<file path="src/logic/hbt_consts.svh">
`ifndef HBT_CONSTS_SVH
`define HBT_CONSTS_SVH

// ==================================================
// field codes on the nibble bus
`define HBT_START_READ 4'hD
`define HBT_START_WRITE 4'hE
`define HBT_ABORT_CODE 4'hF
`define HBT_SIZE_ONE_BYTE 4'h0
`define HBT_READY_SYNC 4'h0
`define HBT_TURN_ONES 4'hF

// ==================================================
// address layout
`define HBT_ADDR_NIBBLES 3'h7
`define HBT_ADDR_LAST_CNT 3'h6
`define HBT_ADDR_BITS 28
`define HBT_DECODE_BITS 20
`define HBT_SPACE_BIT 22

// ==================================================
// command bytes watched for the whole-chip erase guard
`define HBT_CMD_UNLOCK_A 8'hAA
`define HBT_CMD_UNLOCK_B 8'h55
`define HBT_CMD_ERASE_SETUP 8'h80
`define HBT_CMD_CHIP_CONFIRM 8'h10

// ==================================================
// reset values
`define HBT_RST_NIBBLE 4'h0
`define HBT_RST_BYTE 8'h00
`define HBT_RST_ADDR 28'h0000000
`define HBT_RST_SYNC 5'h00

`endif

</file>
<file path="src/logic/hbt_pkg.sv">
`default_nettype none
package hbt_pkg;

   // ==================================================
   // bus cycle states, named after the clock being sampled
   typedef enum logic [3:0] {
      HBT_IDLE = 4'b0000,
      HBT_START = 4'b0001,
      HBT_ADDR = 4'b0010,
      HBT_SIZE = 4'b0011,
      HBT_WDATA_LO = 4'b0100,
      HBT_WDATA_HI = 4'b0101,
      HBT_TURN_HOST = 4'b0110,
      HBT_TURN_DEV = 4'b0111,
      HBT_SYNC = 4'b1000,
      HBT_RDATA_LO = 4'b1001,
      HBT_RDATA_HI = 4'b1010,
      HBT_TURN_OUT = 4'b1011,
      HBT_TURN_BACK = 4'b1100,
      HBT_ABORT = 4'b1101
   } hbt_state_t;

   // ==================================================
   // state of the cycle decoder
   typedef struct packed {
      hbt_state_t st;
      logic is_wr;
      logic [2:0] cnt;
      logic [27:0] addr;
      logic [3:0] wlow;
      logic [7:0] wdata;
      logic [7:0] rdata;
      logic guard;
      logic rd_req;
      logic wr_req;
   } hbt_core_t;

   // ==================================================
   // state of the static pin synchroniser
   typedef struct packed {
      logic [4:0] s1;
      logic [4:0] s2;
      logic [4:0] s3;
      logic [4:0] val;
   } hbt_sync_t;

   // ==================================================
   // state of the nibble bus driver
   typedef struct packed {
      logic oe;
      logic [3:0] nib;
   } hbt_drv_t;

endpackage
`default_nettype wire

</file>
<file path="src/logic/hbt_target.sv">
`timescale 1ns/1ns
`default_nettype none
`include "hbt_consts.svh"
// Behaviour
// - Every nibble on the bus is sampled on the rising clock edge.
// - Standby when framing high, idle and array not busy; ready when framing low and idle.
// - Framing low with start code 1101 begins a read.
// - Framing low with start code 1110 begins a write.
// - Only the last start nibble before framing rises sets cycle type.
// - Clock 2 nibble must match strapped identity to continue.
// - Clocks 3 to 9 carry a 28-bit address, high nibble first.
// - Only the low 20 address bits are decoded.
// - Address bit 22 selects flash array when one, registers when zero.
// - Clock 10 size nibble; only 0000, one byte, is supported.
// - Read: device takes bus in clock 12, ready-sync 0000 in 13.
// - Read: low data nibble in clock 14, high in clock 15.
// - Read: device drives 1111 in clock 16, then floats.
// - Write: device takes bus in clock 14, drives 0000 in 15.
// - Write: device drives 1111 in clock 16, then floats.
// - Framing low mid-cycle ends the cycle; wait for abort code.
// - Abort code 1111 returns device to ready state.
// - No explicit signal of invalid fields or sequences.
// - Program and erase ride on writes; whole-chip erase refused.
// - Size other than 0000 resets the logic with no response.
// - Identity mismatch ignores rest of cycle, enters standby.
// - Protocol active only while interface select pin is low.
// - Reset deselects the device and floats the nibble drivers.
module hbt_target (
   input wire logic clk, // bus clock
   input wire logic rst_b, // async reset, active low
   input wire logic frame_start_n, // framing, active low
   input wire logic [3:0] nibble_bus_in, // nibble bus level
   output logic [3:0] nibble_bus_out, // nibble bus drive value
   output logic nibble_bus_oe, // nibble bus drive enable
   input wire logic [3:0] strap_identity_pins, // strapped identity
   input wire logic interface_select_pin, // high disables this bus
   input wire logic array_busy, // internal operation running
   input wire logic [7:0] rd_data, // read byte from array or registers
   output logic [19:0] mem_addr, // decoded low address bits
   output logic space_flash, // one: flash array, zero: registers
   output logic [7:0] wr_data, // written byte or command
   output logic rd_req, // read request pulse
   output logic wr_req, // write request pulse
   output logic standby, // standby state
   output logic ready // ready state
);
   import hbt_pkg::*;

   hbt_core_t q;
   hbt_core_t n;
   logic [4:0] pins_sync;
   logic [3:0] ident;
   logic isel;
   logic drive_d;
   logic [3:0] nib_d;
   logic [7:0] wbyte;
   logic is_start;
   logic in_cycle;

   // ==================================================
   // static straps cross in through the pin synchroniser
   hbt_pin_sync u_sync (
      .clk(clk),
      .rst_b(rst_b),
      .pins({interface_select_pin, strap_identity_pins}),
      .value(pins_sync)
   );

   // select pin rides on top of the identity straps
   assign ident = pins_sync[3:0];
   assign isel = pins_sync[4];

   // start codes; host and device share the clock, so no sync
   assign is_start = (nibble_bus_in == `HBT_START_READ) || (nibble_bus_in == `HBT_START_WRITE);
   // abort watch skips idle, start, abort and the hand-back clock
   assign in_cycle = (q.st != HBT_IDLE) && (q.st != HBT_START) && (q.st != HBT_ABORT) && (q.st != HBT_TURN_BACK);
   assign wbyte = {nibble_bus_in, q.wlow};

   // ==================================================
   // cycle decoder, one field per clock
   always_comb begin
      n = q;
      n.rd_req = 1'b0;
      n.wr_req = 1'b0;
      case (q.st)
         HBT_IDLE, HBT_TURN_BACK: begin
            n.st = HBT_IDLE;
            if (!frame_start_n && is_start) begin
               n.st = HBT_START;
               n.is_wr = (nibble_bus_in == `HBT_START_WRITE);
            end
         end
         HBT_START: begin
            // a non-start nibble under framing cancels the open start
            if (!frame_start_n) begin
               if (is_start) begin
                  n.is_wr = (nibble_bus_in == `HBT_START_WRITE); // latest start wins
               end else begin
                  n.st = HBT_IDLE;
               end
            end else if (nibble_bus_in == ident) begin
               n.st = HBT_ADDR;
               n.cnt = 3'h0;
            end else begin
               n.st = HBT_IDLE; // not ours, drop to standby
            end
         end
         HBT_ADDR: begin
            n.addr = {q.addr[23:0], nibble_bus_in}; // high nibble first
            if (q.cnt == `HBT_ADDR_LAST_CNT) begin
               n.st = HBT_SIZE;
            end else begin
               n.cnt = q.cnt + 3'h1;
            end
         end
         HBT_SIZE: begin
            if (nibble_bus_in != `HBT_SIZE_ONE_BYTE) begin
               n.st = HBT_IDLE; // silent reset, no request
            end else if (q.is_wr) begin
               n.st = HBT_WDATA_LO;
            end else begin
               n.st = HBT_TURN_HOST;
               n.rd_req = 1'b1;
            end
         end
         HBT_WDATA_LO: begin
            n.wlow = nibble_bus_in;
            n.st = HBT_WDATA_HI;
         end
         HBT_WDATA_HI: begin
            n.st = HBT_TURN_HOST;
            n.wdata = wbyte;
            // chip erase confirm after erase setup is swallowed, still acknowledged
            n.wr_req = !(q.guard && (wbyte == `HBT_CMD_CHIP_CONFIRM));
            if (wbyte == `HBT_CMD_ERASE_SETUP) begin
               n.guard = 1'b1;
            end else if ((wbyte != `HBT_CMD_UNLOCK_A) && (wbyte != `HBT_CMD_UNLOCK_B)) begin
               n.guard = 1'b0;
            end
         end
         HBT_TURN_HOST: begin
            n.st = HBT_TURN_DEV; // host drives ones, device stays off
         end
         HBT_TURN_DEV: begin
            n.st = HBT_SYNC;
            if (!q.is_wr) begin
               n.rdata = rd_data; // array has had two clocks to answer
            end
         end
         HBT_SYNC: begin
            n.st = q.is_wr ? HBT_TURN_OUT : HBT_RDATA_LO;
         end
         HBT_RDATA_LO: begin
            n.st = HBT_RDATA_HI;
         end
         HBT_RDATA_HI: begin
            n.st = HBT_TURN_OUT;
         end
         HBT_TURN_OUT: begin
            n.st = HBT_TURN_BACK;
         end
         HBT_ABORT: begin
            // start codes are ignored here; only the abort code leaves
            if (!frame_start_n && (nibble_bus_in == `HBT_ABORT_CODE)) begin
               n.st = HBT_IDLE;
            end
         end
         default: begin
            n.st = HBT_IDLE;
         end
      endcase
      // framing low inside a cycle kills it; a half write may be lost
      if (in_cycle && !frame_start_n) begin
         n.st = HBT_ABORT;
         n.rd_req = 1'b0;
         n.wr_req = 1'b0;
      end
      // select pin high hands the pins to the other mode
      if (isel) begin
         n.st = HBT_IDLE;
         n.rd_req = 1'b0;
         n.wr_req = 1'b0;
      end
   end

   // ==================================================
   // driver plan for the next clock, from the next state
   always_comb begin
      drive_d = 1'b1;
      nib_d = `HBT_TURN_ONES;
      case (n.st)
         HBT_SYNC: nib_d = `HBT_READY_SYNC;
         HBT_RDATA_LO: nib_d = n.rdata[3:0];
         HBT_RDATA_HI: nib_d = n.rdata[7:4];
         HBT_TURN_OUT: nib_d = `HBT_TURN_ONES;
         default: drive_d = 1'b0;
      endcase
   end

   // registered pin driver; a float is simply oe low
   hbt_nibble_drv u_drv (
      .clk(clk),
      .rst_b(rst_b),
      .drive_d(drive_d),
      .nib_d(nib_d),
      .bus_oe(nibble_bus_oe),
      .bus_out(nibble_bus_out)
   );

   // ==================================================
   // decoder state register; reset drops a running cycle at once
   always_ff @(posedge clk or negedge rst_b) begin
      if (!rst_b) begin
         q <= {HBT_IDLE, 1'b0, 3'h0, `HBT_RST_ADDR, `HBT_RST_NIBBLE, `HBT_RST_BYTE, `HBT_RST_BYTE, 1'b0, 1'b0, 1'b0};
      end else begin
         q <= n;
      end
   end

   // ==================================================
   // inward handoff and status
   assign mem_addr = q.addr[`HBT_DECODE_BITS-1:0]; // upper nibbles ignored
   assign space_flash = q.addr[`HBT_SPACE_BIT];
   assign wr_data = q.wdata;
   assign rd_req = q.rd_req;
   assign wr_req = q.wr_req;
   assign standby = frame_start_n && (q.st == HBT_IDLE) && !array_busy;
   assign ready = !frame_start_n && (q.st == HBT_IDLE);

   // run: framing high and this bus mode selected, so no abort can start
   logic run;
   assign run = frame_start_n && !isel;
endmodule
`default_nettype wire

</file>
<file path="src/logic/hbt_pin_sync.sv">
`timescale 1ns/1ns
`default_nettype none
`include "hbt_consts.svh"
module hbt_pin_sync (
   input wire logic clk, // bus clock
   input wire logic rst_b, // async reset, active low
   input wire logic [4:0] pins, // static straps from outside
   output logic [4:0] value // agreed level
);
   import hbt_pkg::*;

   hbt_sync_t q;
   hbt_sync_t d;

   // ==================================================
   // three stages; only the last two are compared
   always_comb begin
      d = q;
      d.s1 = pins;
      d.s2 = q.s1;
      d.s3 = q.s2;
      if (q.s2 == q.s3) begin
         d.val = q.s3; // a change counts once both agree
      end
   end

   always_ff @(posedge clk or negedge rst_b) begin
      if (!rst_b) begin
         q <= {`HBT_RST_SYNC, `HBT_RST_SYNC, `HBT_RST_SYNC, `HBT_RST_SYNC};
      end else begin
         q <= d;
      end
   end

   assign value = q.val;
endmodule
`default_nettype wire

</file>
<file path="src/logic/hbt_nibble_drv.sv">
`timescale 1ns/1ns
`default_nettype none
`include "hbt_consts.svh"
module hbt_nibble_drv (
   input wire logic clk, // bus clock
   input wire logic rst_b, // async reset, active low
   input wire logic drive_d, // drive in the next clock
   input wire logic [3:0] nib_d, // nibble for the next clock
   output logic bus_oe, // pin driver enable
   output logic [3:0] bus_out // pin driver value
);
   import hbt_pkg::*;

   hbt_drv_t q;
   hbt_drv_t d;

   // ==================================================
   // registered so the pins never glitch mid clock
   always_comb begin
      d.oe = drive_d;
      d.nib = drive_d ? nib_d : `HBT_RST_NIBBLE;
   end

   // reset drops the driver at once, even inside a read
   always_ff @(posedge clk or negedge rst_b) begin
      if (!rst_b) begin
         q <= {1'b0, `HBT_RST_NIBBLE};
      end else begin
         q <= d;
      end
   end

   assign bus_oe = q.oe;
   assign bus_out = q.nib;
endmodule
`default_nettype wire

</file>
<file path="config.mk">
export PLATFORM = sky130hd
export DESIGN_NAME = hbt_target
export DESIGN_NICKNAME = d
export VERILOG_FILES = /design/src/logic/hbt_pkg.sv /design/src/logic/hbt_target.sv /design/src/logic/hbt_pin_sync.sv /design/src/logic/hbt_nibble_drv.sv
export VERILOG_INCLUDE_DIRS = /design/src /design/src/logic
export SDC_FILE = /design/constraint.sdc
export NUM_CORES = 1
export LEC_CHECK = 0
export BUFFER_PORTS_ARGS = -buffer_cell sky130_fd_sc_hd__buf_2
export CORE_UTILIZATION = 30
export DETAILED_ROUTE_END_ITERATION = 8
export PLACE_DENSITY = 0.44
export SLEW_MARGIN = 40
export SYNTH_ARGS = -nofsm -noshare
export SYNTH_HDL_FRONTEND = slang
export SYNTH_SLANG_ARGS = --single-unit
</file>
<file path="constraint.sdc">
create_clock -name clk -period 3.3 [get_ports clk]
set_clock_uncertainty 0.2 [all_clocks]
set_input_delay 0.33 -clock clk [delete_from_list [all_inputs] [get_ports clk]]
set_output_delay 0.33 -clock clk [all_outputs]
set_load 0.01 [all_outputs]
</file>
; Word-level counts from Yosys, hierarchy flattened
; Index checks and enable logic that the tools add are counted.
[word_totals]
latch_bits = 0
word_cells = 111
ramBits = 0
rom_bits = 0
out_inout_bits = 38
register_bits = 79
n_memories = 0
[op_classes]
eq_ne = 36
shift = 0
n_reduce_logical = 26
n_bitwise = 0
div_mod_pow = 0
mux = 32
multipliers = 0
addsub = 1
n_lt_le_gt_ge = 0
[ops]
columns = operator, count
row1 = "4-bit equality test, second input constant", 13
row2 = 4-bit one-hot mux with 13 select lines, 1
row3 = 4-bit 2-to-1 mux, 8
row4 = "4-bit by 3-bit equality test with 1-bit output, second input constant", 4
row5 = 8-bit 2-to-1 mux, 2
row6 = 2-bit 2-to-1 mux, 6
row7 = "2-bit inequality test, second input constant", 6
row8 = 4-bit one-hot mux with 3 select lines, 1
row9 = 1-bit logical AND, 11
row10 = 1-bit 2-to-1 mux, 9
row11 = 3-bit 2-to-1 mux, 3
row12 = "4-bit by 2-bit equality test with 1-bit output, second input constant", 2
row13 = "8-bit by 5-bit equality test with 1-bit output, second input constant", 1
row14 = "8-bit equality test, second input constant", 1
row15 = "4-bit inequality test, second input constant", 2
row16 = "8-bit by 7-bit inequality test with 1-bit output, second input constant", 1
row17 = "8-bit inequality test, second input constant", 1
row18 = 4-bit AND reduction, 2
row19 = 4-bit nonzero test, 2
row20 = 3-bit one-hot mux with 2 select lines, 1
row21 = 2-bit nonzero test, 3
row22 = 5-bit equality test, 1
row23 = "4-bit by 1-bit equality test with 1-bit output, second input constant", 1
row24 = 4-bit equality test, 1
row25 = 10 further kinds, 12

; Logic depth before layout (Yosys ltp)
; Gate-level depths: netlist of the first run.
[depth]
word_depth = 11
ltp_mapped = 8
mapped_depth_nobuf = 8

; Cells and area by module
; From an unflattened synthesis of the first run, not the netlist that was laid out.
[unflattened]
hier_cells = 285
hier_area_um2 = 3604.7
[by_module_without_submodules]
columns = module, cells_each, area_each_um2, instances
row1 = hbt_target, 236, 2762.6, 1
row2 = hbt_pin_sync, 40, 691.9, 1
row3 = hbt_nibble_drv, 9, 150.1, 1

; Least setup slack after synthesis of the first run
; OpenSTA, ideal clock, no wires.
[synth_timing]
path_kind = input to register
startpoint = input nibble_bus_in[0]
endpoint = register u_drv.q, in the netlist u_drv.bus_out[0]
required_ps = 3001
n_path_buf = 1
t_arrival_ps = 1673
path_slack_ps = 1328
path_stages = 7
path_cell_list = buf_4 -> and3_4 -> nand2_2 -> a211o_1 -> o211ai_2 -> or3b_4 -> a311oi_1
[synth_rtl]
columns = element, line
row1 = "start, declared", hbt_target.sv:32  ; input wire logic [3:0] nibble_bus_in,
row2 = "end signal, assigned", hbt_nibble_drv.sv:27  ; q <= {1'b0, `HBT_RST_NIBBLE};
row3 = "end, declared", hbt_nibble_drv.sv:14  ; hbt_drv_t q;

; Worst setup path in the final report of the first run
[layout_timing]
startpoint = register q[56] in the netlist's numbering
endpoint = register q[51] in the netlist's numbering
[layout_via]
elab_chain_len = 3
word_cells_on_any_way = 8
[layout_rtl]
columns = element, line
row1 = "start, declared", hbt_target.sv:49  ; hbt_core_t q;
row2 = "start signal, assigned", hbt_target.sv:214  ; q <= {HBT_IDLE, 1'b0, 3'h0, `HBT_RST_ADDR, `HBT_RST_NIBBLE, `HBT_RST_BYTE, `HBT_RST_BYTE, 1'b0, 1'b0, 1'b0};
row3 = "start signal, assigned", hbt_target.sv:216  ; q <= n;
row4 = 4-bit by 2-bit equality test with 1-bit output or 4-bit by 1-bit equality test with 1-bit output (tied branches), hbt_target.sv:85  ; case (q.st)
row5 = 2-bit inequality test (no source line) or 2-bit nonzero test (tied branches), --
row6 = 4-bit AND reduction (no source line), --
; Parallel ways exist; a longest one is shown, timed or not.
; A chain may end at the register's enable or synchronous reset.

==> run metrics, run 1 <==
status=completed; Worst path slowest cell=dfrtp_1; drt wl/cell=14.52 um; DR vias/cell=4.630; share of layout cells above drive strength 1=41.40%; crit path DAT=2.36 ns; ANT cells=0; antenna violations before repair=0; CP Capture Type=flop; FF+latch count, synth=77; clk_lat worst skew=0.33 ns; Die ar.=12,020 um^2; critical path depth in cells=6; Yosys Warn Count=0; clk buf depth=2; CP Class=reg -> reg; Mean Syn Cell Area=12.78 um^2; Synth Flop Type=dfrtp_1; fin crit period=2.338 ns; Layout fillers=1,111; Leakage Power=1.895 nW; Port Buf Inserts=58; Sequential cell area=1927 um^2; total track usage=12.28%; Synth async-reset ratio=100.0%; area delta synth->final=16.99%; die width=109.6 um; Final period util=70.86%; sequential area share after synthesis=55.44%; Sink Count=77; actual slew at the worst max-slew pin=0.7066 ns; Non-Filler Instances=454; post-synthesis cell area=3476 um^2; PostCTS Resize Cnt=0; final cell area excluding filler cells=4066 um^2; Die Height=109.6 um; Ports=59; detailed-placement wirelength estimate=4430 um; setup slack after layout=0.9615 ns; synthesized net count=295; CTS tree=yes; Post-Synth XOR/XNOR Area=2.772%; Post-synth EDFFs=0; Setup TNS Final=0 ns; Hold Path Stages=3; Final ANT Viol Nets=0; max-slew violations=0; first-pass GRT wire length=10,820 um; DRC violations left=0; row cnt=38; CP Data Required Time=3.32 ns; CP Max Fanout=23; placed cell areas=3657 um^2; vias in the first global route=2,109; Placed Cells=432; distinct cell type count after synthesis=48; max cap viols=0; Remaining Overflow, GRT=0; maximum vdd ir drop=350.8 uV; TritonCTS Buffers=9; Core Area=11,080 um^2; Placer Congestion=0.7804; mux share of post-synthesis cell area=15.08%; router iterations before antenna repair=4; Post-Synth Adder-Cell Area=0.7199%; DRT iter0 DRCs=49; worst slack, placed=0.9858 ns; Crit path largest cell delay=0.62 ns; Top delay family on crit path=flip-flops; DR vias=2,102; Clock Pin Slew Worst Setup and Hold Paths=0.06 ns; Startpoint Class=flop; Finish-stage setup viols=0; Routed WL=6592 um; R2R cell count=6; Hold Path Class=in -> reg; Simple-Gate Fraction of Synth Area=9.539%; fin nets=332; Final Hold Violating Endpoints=0; # hold bufs at CTS=6; WP buf/inv=2; Post-CTS Setup Bufs=0; H-tree depth=3; RSZ-0062 raised after global routing=no; area of the multi-input gates=1217 um^2; achievable frequency=427.6 MHz; Final Core Density=36.71%; CTS root buffer=clkbuf_16; initial cell density of the core=31.38%; largest net degree at the start of global routing=78; post-synthesis compound-gate area fraction=6.731%; Synth Instances=272; main combinational cell family by area after synthesis=multiplexers; PD cells=894.7 nW/um^2; worst-path cell chain=inv_1 > nor3_4 > buf_4 > a21boi_1 > nor2_1 > mux2_2; Worst slew margin=52.89%
state kept, by name, indices dropped and copies added, names as in the netlist:
register       flops
mem_addr          20
q                 21
rd_req             1
u_sync.d          10
space_flash        1
u_sync.value       5
wr_req             1
wr_data            8
u_drv.bus_out      4
u_drv.bus_oe       1
u_sync.q           5
area by class of cell:
type / count / area share (%)
sequential: 77 / 47.38
multi-input combinational: 147 / 29.94
timing repair buffer: 65 / 8.954
clock buffer: 9 / 5.538
tap: 140 / 4.308
clock inverter: 7 / 3.046
inverter: 9 / 0.8308
layout by cell type, fill, tap and decap left out, types with 2 or more instances in the layout:
cell	count
a211o_1	2
inv_1	8
nand3_1	4
buf_2	57
a211oi_1	2
mux2_2	43
o21ai_0	4
clkbuf_16	9
nand4_1	3
nor4_1	4
ha_1	2
bufinv_16	3
dlygate4sd3_1	6
nor2_1	8
clkinv_4	3
nor2b_1	3
nand2_1	9
a311oi_1	6
xnor2_1	8
nor3_4	2
xor2_1	3
mux2i_1	4
o41ai_1	2
nor3_1	4
dfrtp_1	77
nand2b_1	6
a21oi_1	7
metrics by stage:
stage / hold WS (ns) / total power [mW]
floorplan: -0.1656 / 2.351
global placement: 0.1328 / 2.516
detailed placement: 0.1347 / 2.530
CTS: 0.02961 / 3.700
global route: 0.04107 / 3.882
finish: 0.03377 / 3.638
logic make-up (layout without fill, tap and decap cells):
family	count (synthesis)	after routing
buffers and inverters	48	90
AND/OR/NAND/NOR	55	55
XOR/XNOR	11	11
multiplexers	47	47
AO/OA/AOI/OAI	32	32
adder cells (fa/ha/maj)	2	2
flip-flops	77	77
worst paths after layout:
check / start / endpoint / slack, ns
worst max register to register: q[56]$_DFF_PN0_ / q[51]$_DFFE_PN0P_ / 0.96
worst max-delay path: q[56]$_DFF_PN0_ / q[51]$_DFFE_PN0P_ / 0.96
worst min register to register: u_sync.d[12]$_DFF_PN0_ / u_sync.d[7]$_DFF_PN0_ / 0.15
min in group asynchronous: rst_b / wr_data[6]$_DFFE_PN0P_ / 0.40
worst min-delay path: rd_data[4] / q[7]$_DFF_PN0_ / 0.03
max in group asynchronous: rst_b / mem_addr[3]$_DFFE_PN0P_ / 2.02
per-layer routing:
metal,routed length [um],global-route usage (%),up-vias,share of wire [%]
met4,80,4.571,0,1.2
met1,3093,16.10,1039,47
met2,3069,18.73,49,47
li1,-,-,1006,-
met3,348,4.149,8,5.3
met5,0,0,-,0
power by group:
| part | total [mW] | switching, mW | internal (mW) | leakage, nW |
|---|---|---|---|---|
| clock network | 1.14 | 0.393 | 0.742 | 0.166 |
| logic | 1.04 | 0.540 | 0.504 | 0.754 |
| registers | 1.46 | 0.230 | 1.23 | 0.975 |
tightest hold or removal path: stages:
cell and delay, ns:
buf_2 0.08, mux2i_1 0.07, inv_1 0.06
synthesized netlist by cell type (2+ instances only):
library cell / instances / area share [%]
buf_2: 3 / 0.43
nor2b_1: 3 / 0.54
nor2_1: 8 / 0.86
nand2b_1: 6 / 1.1
buf_4: 31 / 6.7
dfrtp_1: 77 / 55
nor3_1: 4 / 0.58
a211oi_1: 2 / 0.43
nand4_1: 3 / 0.54
o21ai_0: 4 / 0.58
o41ai_1: 2 / 0.50
a211o_1: 2 / 0.50
a21oi_1: 7 / 1.0
a311oi_1: 6 / 1.5
xnor2_1: 8 / 2.0
xor2_1: 3 / 0.76
nand3_1: 4 / 0.58
mux2i_1: 4 / 1.2
buf_6: 5 / 1.6
nand2_1: 9 / 0.97
nor4_1: 4 / 0.72
ha_1: 2 / 0.72
mux2_2: 43 / 14
inv_1: 8 / 0.86
(Power assumes the default switching activity.)
==> inputs of run 2 (changes only) <==
--- a/config.mk
+++ b/config.mk
@@ -9,7 +9,7 @@
 export BUFFER_PORTS_ARGS = -buffer_cell sky130_fd_sc_hd__buf_2
 export CORE_UTILIZATION = 30
 export DETAILED_ROUTE_END_ITERATION = 8
-export PLACE_DENSITY = 0.44
+export PLACE_DENSITY = 0.46
 export SLEW_MARGIN = 40
 export SYNTH_ARGS = -nofsm -noshare
 export SYNTH_HDL_FRONTEND = slang
==> constraint.sdc (replaced) <==
create_clock -name clk -period 2.1 [get_ports clk]
set_clock_uncertainty 0.2 [all_clocks]
set_input_delay 0.21 -clock clk [delete_from_list [all_inputs] [get_ports clk]]
set_output_delay 0.21 -clock clk [all_outputs]
set_load 0.01 [all_outputs]
==> run 2 against run 1 <==
Effect of this change: via count is 4.3% higher; die area stayed put; worst setup slack worse by 0.89 ns; sequential share of layout area is 3.4 points lower; count of clock-buffer cells in the layout stayed put; flip-flop and latch count stayed put.
==> run metrics, run 2 (synthesis results as in run 1) <==
status=completed (unchanged); Final period util=96.51% (was 70.86%); area delta synth->final=26.24% (was 16.99%); Die ar.=12,020 um^2 (unchanged); fraction of power spent switching nets=31.03% (was 31.97%); largest net degree at the start of global routing=34 (was 78); achievable frequency=493.4 MHz (was 427.6 MHz); Tot Pwr=6.025 mW (was 3.638 mW); Sink Count=77 (unchanged); setup slack after layout=0.07321 ns (was 0.9615 ns); met2 wire len=3126 um (was 3069 um); Die Height=109.6 um (unchanged); PD cells=1373 nW/um^2 (was 894.7 nW/um^2); Routed WL=6997 um (was 6592 um); Switching Power=1.870 mW (was 1.163 mW); detailed-placement wirelength estimate=4761 um (was 4430 um); H-tree depth=3 (unchanged); DR vias=2,193 (was 2,102); CTS tree=yes (unchanged); initial cell density of the core=31.38% (unchanged); clk_lat worst skew=0.33 ns (about the same); drt wl/cell=14.61 um (was 14.52 um); Clk pwr share=30.6% (was 31.2%); worst-path cell chain=buf_2 > a211o_1 > and3_1 > o31a_1 > a311oi_1 (was inv_1 > nor3_4 > buf_4 > a21boi_1 > nor2_1 > mux2_2); Leakage Power=2.044 nW (was 1.895 nW); fin crit period=2.027 ns (was 2.338 ns); Metal-1 WL=3439 um (was 3093 um); DR vias/cell=4.578 (was 4.630); Worst path slowest cell=dfrtp_2 (was dfrtp_1); max cap viols=0 (unchanged); Hold Path Class=in -> reg (unchanged); top routing layer in use=met4 (unchanged); TritonCTS Buffers=9 (unchanged); maximum vdd ir drop=560.6 uV (was 350.8 uV); worst slack, placed=0.005189 ns (was 0.9858 ns); Final ANT Viol Nets=0 (unchanged); max reg flops=21 (unchanged); max-slew violations=0 (unchanged); fin nets=359 (was 332); DRC violations left=0 (unchanged); Port Buf Inserts=58 (unchanged); Placer Congestion=0.8079 (was 0.7804); router iterations before antenna repair=4 (unchanged); row cnt=38 (unchanged); Final Hold Violating Endpoints=0 (unchanged); Startpoint Class=flop (unchanged); Remaining Overflow, GRT=0 (unchanged); RSZ-0062 raised after global routing=yes (was no); CP Class=reg -> reg (unchanged); CP Capture Type=flop (unchanged); Clock Pin Slew Worst Setup and Hold Paths=0.06 ns (about the same); first-pass GRT wire length=11,030 um (was 10,820 um); total track usage=12.48% (was 12.28%); Ports=59 (unchanged); share of layout cells above drive strength 1=46.90% (was 41.40%); WP buf/inv=1 (was 2); combinational power share=31.5% (was 28.7%); Crit path largest cell delay=0.45 ns (was 0.62 ns); CTS root buffer=clkbuf_16 (unchanged); die width=109.6 um (unchanged); DRT iter0 DRCs=56 (was 49); Core Area=11,080 um^2 (unchanged); Worst slew margin=65.30% (was 52.89%); most frequent cells in the layout=dfrtp_1, buf_2, mux2_2, buf_4, dlygate4sd3_1 (was dfrtp_1, buf_2, mux2_2, nand2_1, clkbuf_16); Top delay family on crit path=compound AO/OA/AOI/OAI gates (was flip-flops); Top reg by flops=q (unchanged); antenna violations before repair=0 (unchanged); crit path DAT=2.06 ns (was 2.36 ns); Final Core Density=39.61% (was 36.71%); actual slew at the worst max-slew pin=0.5174 ns (was 0.7066 ns); ANT cells=0 (unchanged); met3 wire length=302 um (was 348 um); internal power=4.156 mW (was 2.475 mW); clk buf depth=2 (unchanged); commonest non-fill, non-tap cell in the layout=dfrtp_1 (unchanged); vias in the first global route=2,186 (was 2,109); CP Max Fanout=7 (was 23); Finish-stage setup viols=0 (unchanged); Sequential Power Share=37.8% (was 40.1%); CP Data Required Time=2.14 ns (was 3.32 ns)
[run 2: cell count changes in the layout (fill, tap and decap cells not counted), sizes merged]
cell,previous run,this run
buf,59,77
bufinv,3,4
clkinv,3,1
clkinvlp,1,0
dlygate4sd3,6,14
o31a,1,2
[run 2: final timing paths]
path                                                   end                   start  cells after the start  slack [ns]
worst max-delay path            u_drv.bus_out[1]$_DFF_PN0_         q[58]$_DFF_PN0_                      5        0.07
worst min-delay path               mem_addr[0]$_DFFE_PN0P_        nibble_bus_in[0]                      2        0.04
worst max register to register  u_drv.bus_out[1]$_DFF_PN0_         q[58]$_DFF_PN0_                      5        0.07
worst min register to register       u_sync.d[6]$_DFF_PN0_  u_sync.d[11]$_DFF_PN0_                      0        0.15
max in group asynchronous                  q[55]$_DFF_PN0_                   rst_b                      3        0.94
min in group asynchronous           u_sync.d[14]$_DFF_PN0_                   rst_b                      2        0.14
[run 2: through the flow]
step / instances / cell area, um^2 / hold WS (ns) / TNS [ns]
2_1_floorplan: 272 / 3476 / -0.2856 / 0
3_3_place_gp: 448 / 3811 / -0.02887 / 0
3_5_place_dp: 448 / 3811 / -0.03067 / 0
4_1_cts: 476 / 4317 / 0.03801 / -0.01918
5_1_grt: 479 / 4388 / 0.06254 / -0.03340
6_report: 479 / 4388 / 0.04442 / 0
[run 2: power by group through the flow]
| stage | clock network [mW] | registers [mW] | logic, mW |
|---|---|---|---|
| final | 1.85 | 2.28 | 1.90 |
| after global routing | 1.95 | 2.35 | 2.09 |
| after CTS | 1.90 | 2.28 | 1.79 |
| after detailed placement | 0 | 2.30 | 1.75 |
| after global placement | 0 | 2.29 | 1.73 |
| after floorplan | 0 | 2.17 | 1.53 |
[run 2: final cells by class]
class,instances,area [um^2]
Clock buffer,9,225.2
Fill cell,1082,6690
Timing Repair Buffer,91,610.6
Inverter,9,33.78
Clock inverter,5,125.1
Tap cell,140,175.2
Sequential cell,77,1932
Multi-Input combinational cell,148,1286
[run 2: repair_timing]
action / 4_1_cts / 5_1_grt
hold buffers: 14 / 0
gates resized for setup: 4 / 12
cloned: 0 / 1
endpoints found under the hold margin: 73 / 0
setup endpoints to repair: 4 / 29
buffers inserted: 0 / 2
[run 2: routing by layer]
layer	GRT usage [%]	vias up
li1	-	1054
met1	16.77	1079
met2	18.37	51
met3	3.023	9
met4	6.952	0
met5	0	-
[run 2: worst reg2reg max path, delay by kind of cell, from the launching register on]
kind            cells  cell delay [ns]
compound gates      3             0.88
buf+inv             1             0.19
flops               1             0.45
simple gates        1             0.21
==> inputs of run 3 (changes only) <==
--- a/config.mk
+++ b/config.mk
@@ -8,8 +8,10 @@
 export LEC_CHECK = 0
 export BUFFER_PORTS_ARGS = -buffer_cell sky130_fd_sc_hd__buf_2
 export CORE_UTILIZATION = 30
+export CTS_CLUSTER_DIAMETER = 30
 export DETAILED_ROUTE_END_ITERATION = 8
 export PLACE_DENSITY = 0.46
+export RECOVER_POWER = 25
 export SLEW_MARGIN = 40
 export SYNTH_ARGS = -nofsm -noshare
 export SYNTH_HDL_FRONTEND = slang
==> run 3 against run 2 <==
Effect of this change: sequential share of layout area grew 0.15 points; count of clock-buffer cells in the layout unchanged; worst hold slack lost 0.00058 ns; total power about the same; largest cell class unchanged; register-to-register slack hardly changed.
==> run metrics, run 3 (synthesis results as in run 1) <==
share of layout cells above drive strength 1=46.90% (unchanged); final cell area excluding filler cells=4373 um^2 (was 4388 um^2); router iterations before antenna repair=4 (unchanged); Worst slew margin=50.88% (was 65.30%); PD cells=1377 nW/um^2 (was 1373 nW/um^2); clk buf depth=2 (unchanged); DR vias=2,198 (was 2,193); CTS root buffer=clkbuf_16 (unchanged); Routed WL=7002 um (was 6997 um); commonest non-fill, non-tap cell in the layout=dfrtp_1 (unchanged); fin nets=359 (unchanged); Startpoint Class=flop (unchanged); CP Class=reg -> reg (unchanged); max cap viols=0 (unchanged); Die Height=109.6 um (unchanged); Placed Cells=448 (unchanged); Ports=59 (unchanged); Final Core Density=39.47% (was 39.61%); Remaining Overflow, GRT=0 (unchanged); Finish-stage setup viols=0 (unchanged); Final period util=96.51% (about the same); CP Capture Type=flop (unchanged); Tot Pwr=6.020 mW (was 6.025 mW); actual slew at the worst max-slew pin=0.7369 ns (was 0.5174 ns); Final Hold Violating Endpoints=0 (unchanged); H-tree depth=3 (unchanged); Hold Path Class=in -> reg (unchanged); max reg flops=21 (unchanged); Sequential cell area=1932 um^2 (unchanged); most frequent cells in the layout=dfrtp_1, buf_2, mux2_2, buf_4, dlygate4sd3_1 (unchanged); RSZ-0062 raised after global routing=yes (unchanged); Non-Filler Instances=479 (unchanged); Setup TNS Final=0 ns (unchanged); Port Buf Inserts=58 (unchanged); status=completed (unchanged); crit path DAT=2.06 ns (about the same); Leakage Power=2.039 nW (was 2.044 nW); detailed-placement wirelength estimate=4761 um (unchanged); fin crit period=2.027 ns (about the same); largest net degree at the start of global routing=34 (unchanged); CP Max Fanout=7 (unchanged); vias in the first global route=2,186 (unchanged); worst slack, placed=0.005189 ns (unchanged); Hold WS=0.04383 ns (was 0.04442 ns); CP Data Required Time=2.14 ns (about the same); Die ar.=12,020 um^2 (unchanged); area delta synth->final=25.81% (was 26.24%); total track usage=12.48% (unchanged); Sink Count=77 (unchanged); Core Area=11,080 um^2 (unchanged); achievable frequency=493.4 MHz (about the same); max-slew violations=0 (unchanged); antenna violations before repair=0 (unchanged); DRC violations left=0 (unchanged); TritonCTS Buffers=9 (unchanged); clk_lat worst skew=0.33 ns (about the same); Placer Congestion=0.8079 (unchanged); area of the multi-input gates=1286 um^2 (unchanged); ANT cells=0 (unchanged); row cnt=38 (unchanged); DRT iter0 DRCs=69 (was 56); first-pass GRT wire length=11,030 um (unchanged); Clock Pin Slew Worst Setup and Hold Paths=0.06 ns (about the same); Layout fillers=1,085 (was 1,082); CTS tree=yes (unchanged); Final ANT Viol Nets=0 (unchanged); placed cell areas=3811 um^2 (unchanged); maximum vdd ir drop=559.6 uV (was 560.6 uV); setup slack after layout=0.07323 ns (was 0.07321 ns); die width=109.6 um (unchanged); Top reg by flops=q (unchanged); DR vias/cell=4.589 (was 4.578); initial cell density of the core=31.38% (unchanged); drt wl/cell=14.62 um (was 14.61 um)
-- run 3: critical path, stage by stage (launching register included) --
cell      delay [ns]
dfrtp_2         0.45
buf_2           0.18
a211o_1         0.29
and3_1          0.21
o31a_1          0.32
a311oi_1        0.27
-- run 3: layout make-up --
cell class | instances | area share [%]
repair buffers | 91 | 13.62
inverters | 9 | 0.7725
flip-flops and latches | 77 | 44.18
clock inverters | 5 | 2.861
multi-input cells | 148 | 29.41
clock buffers | 9 | 5.150
well taps | 140 | 4.006
-- run 3: per-layer routing --
metal	global-route usage [%]	share of wire, %	up-vias
met5	0	0	-
met4	6.952	1.8	0
met3	3.023	4.7	9
met2	18.37	45	55
met1	16.77	49	1079
li1	-	-	1055
-- run 3: repair_timing --
action                                  in CTS  in global routing
buffers inserted                             0                  2
hold buffers                                14                  0
endpoints found under the setup margin       4                 29
cloned                                       0                  1
hold endpoints to repair                    73                  0
gates resized for setup                      4                 12
-- run 3: final timing paths --
path / startpoint / end / slack [ns] / cells past startpoint
worst max register to register: q[58]$_DFF_PN0_ / u_drv.bus_out[1]$_DFF_PN0_ / 0.07 / 5
worst max-delay path: q[58]$_DFF_PN0_ / u_drv.bus_out[1]$_DFF_PN0_ / 0.07 / 5
min in group asynchronous: rst_b / u_sync.d[14]$_DFF_PN0_ / 0.27 / 2
worst min-delay path: nibble_bus_in[0] / mem_addr[0]$_DFFE_PN0P_ / 0.04 / 2
max in group asynchronous: rst_b / q[56]$_DFF_PN0_ / 0.40 / 3
worst min register to register: u_sync.d[11]$_DFF_PN0_ / u_sync.d[6]$_DFF_PN0_ / 0.15 / 0
-- run 3: power breakdown --
part           total (mW)  switching (mW)  internal, mW
registers            2.28           0.339          1.94
logic                1.90           0.949         0.947
clock network        1.85           0.580          1.27
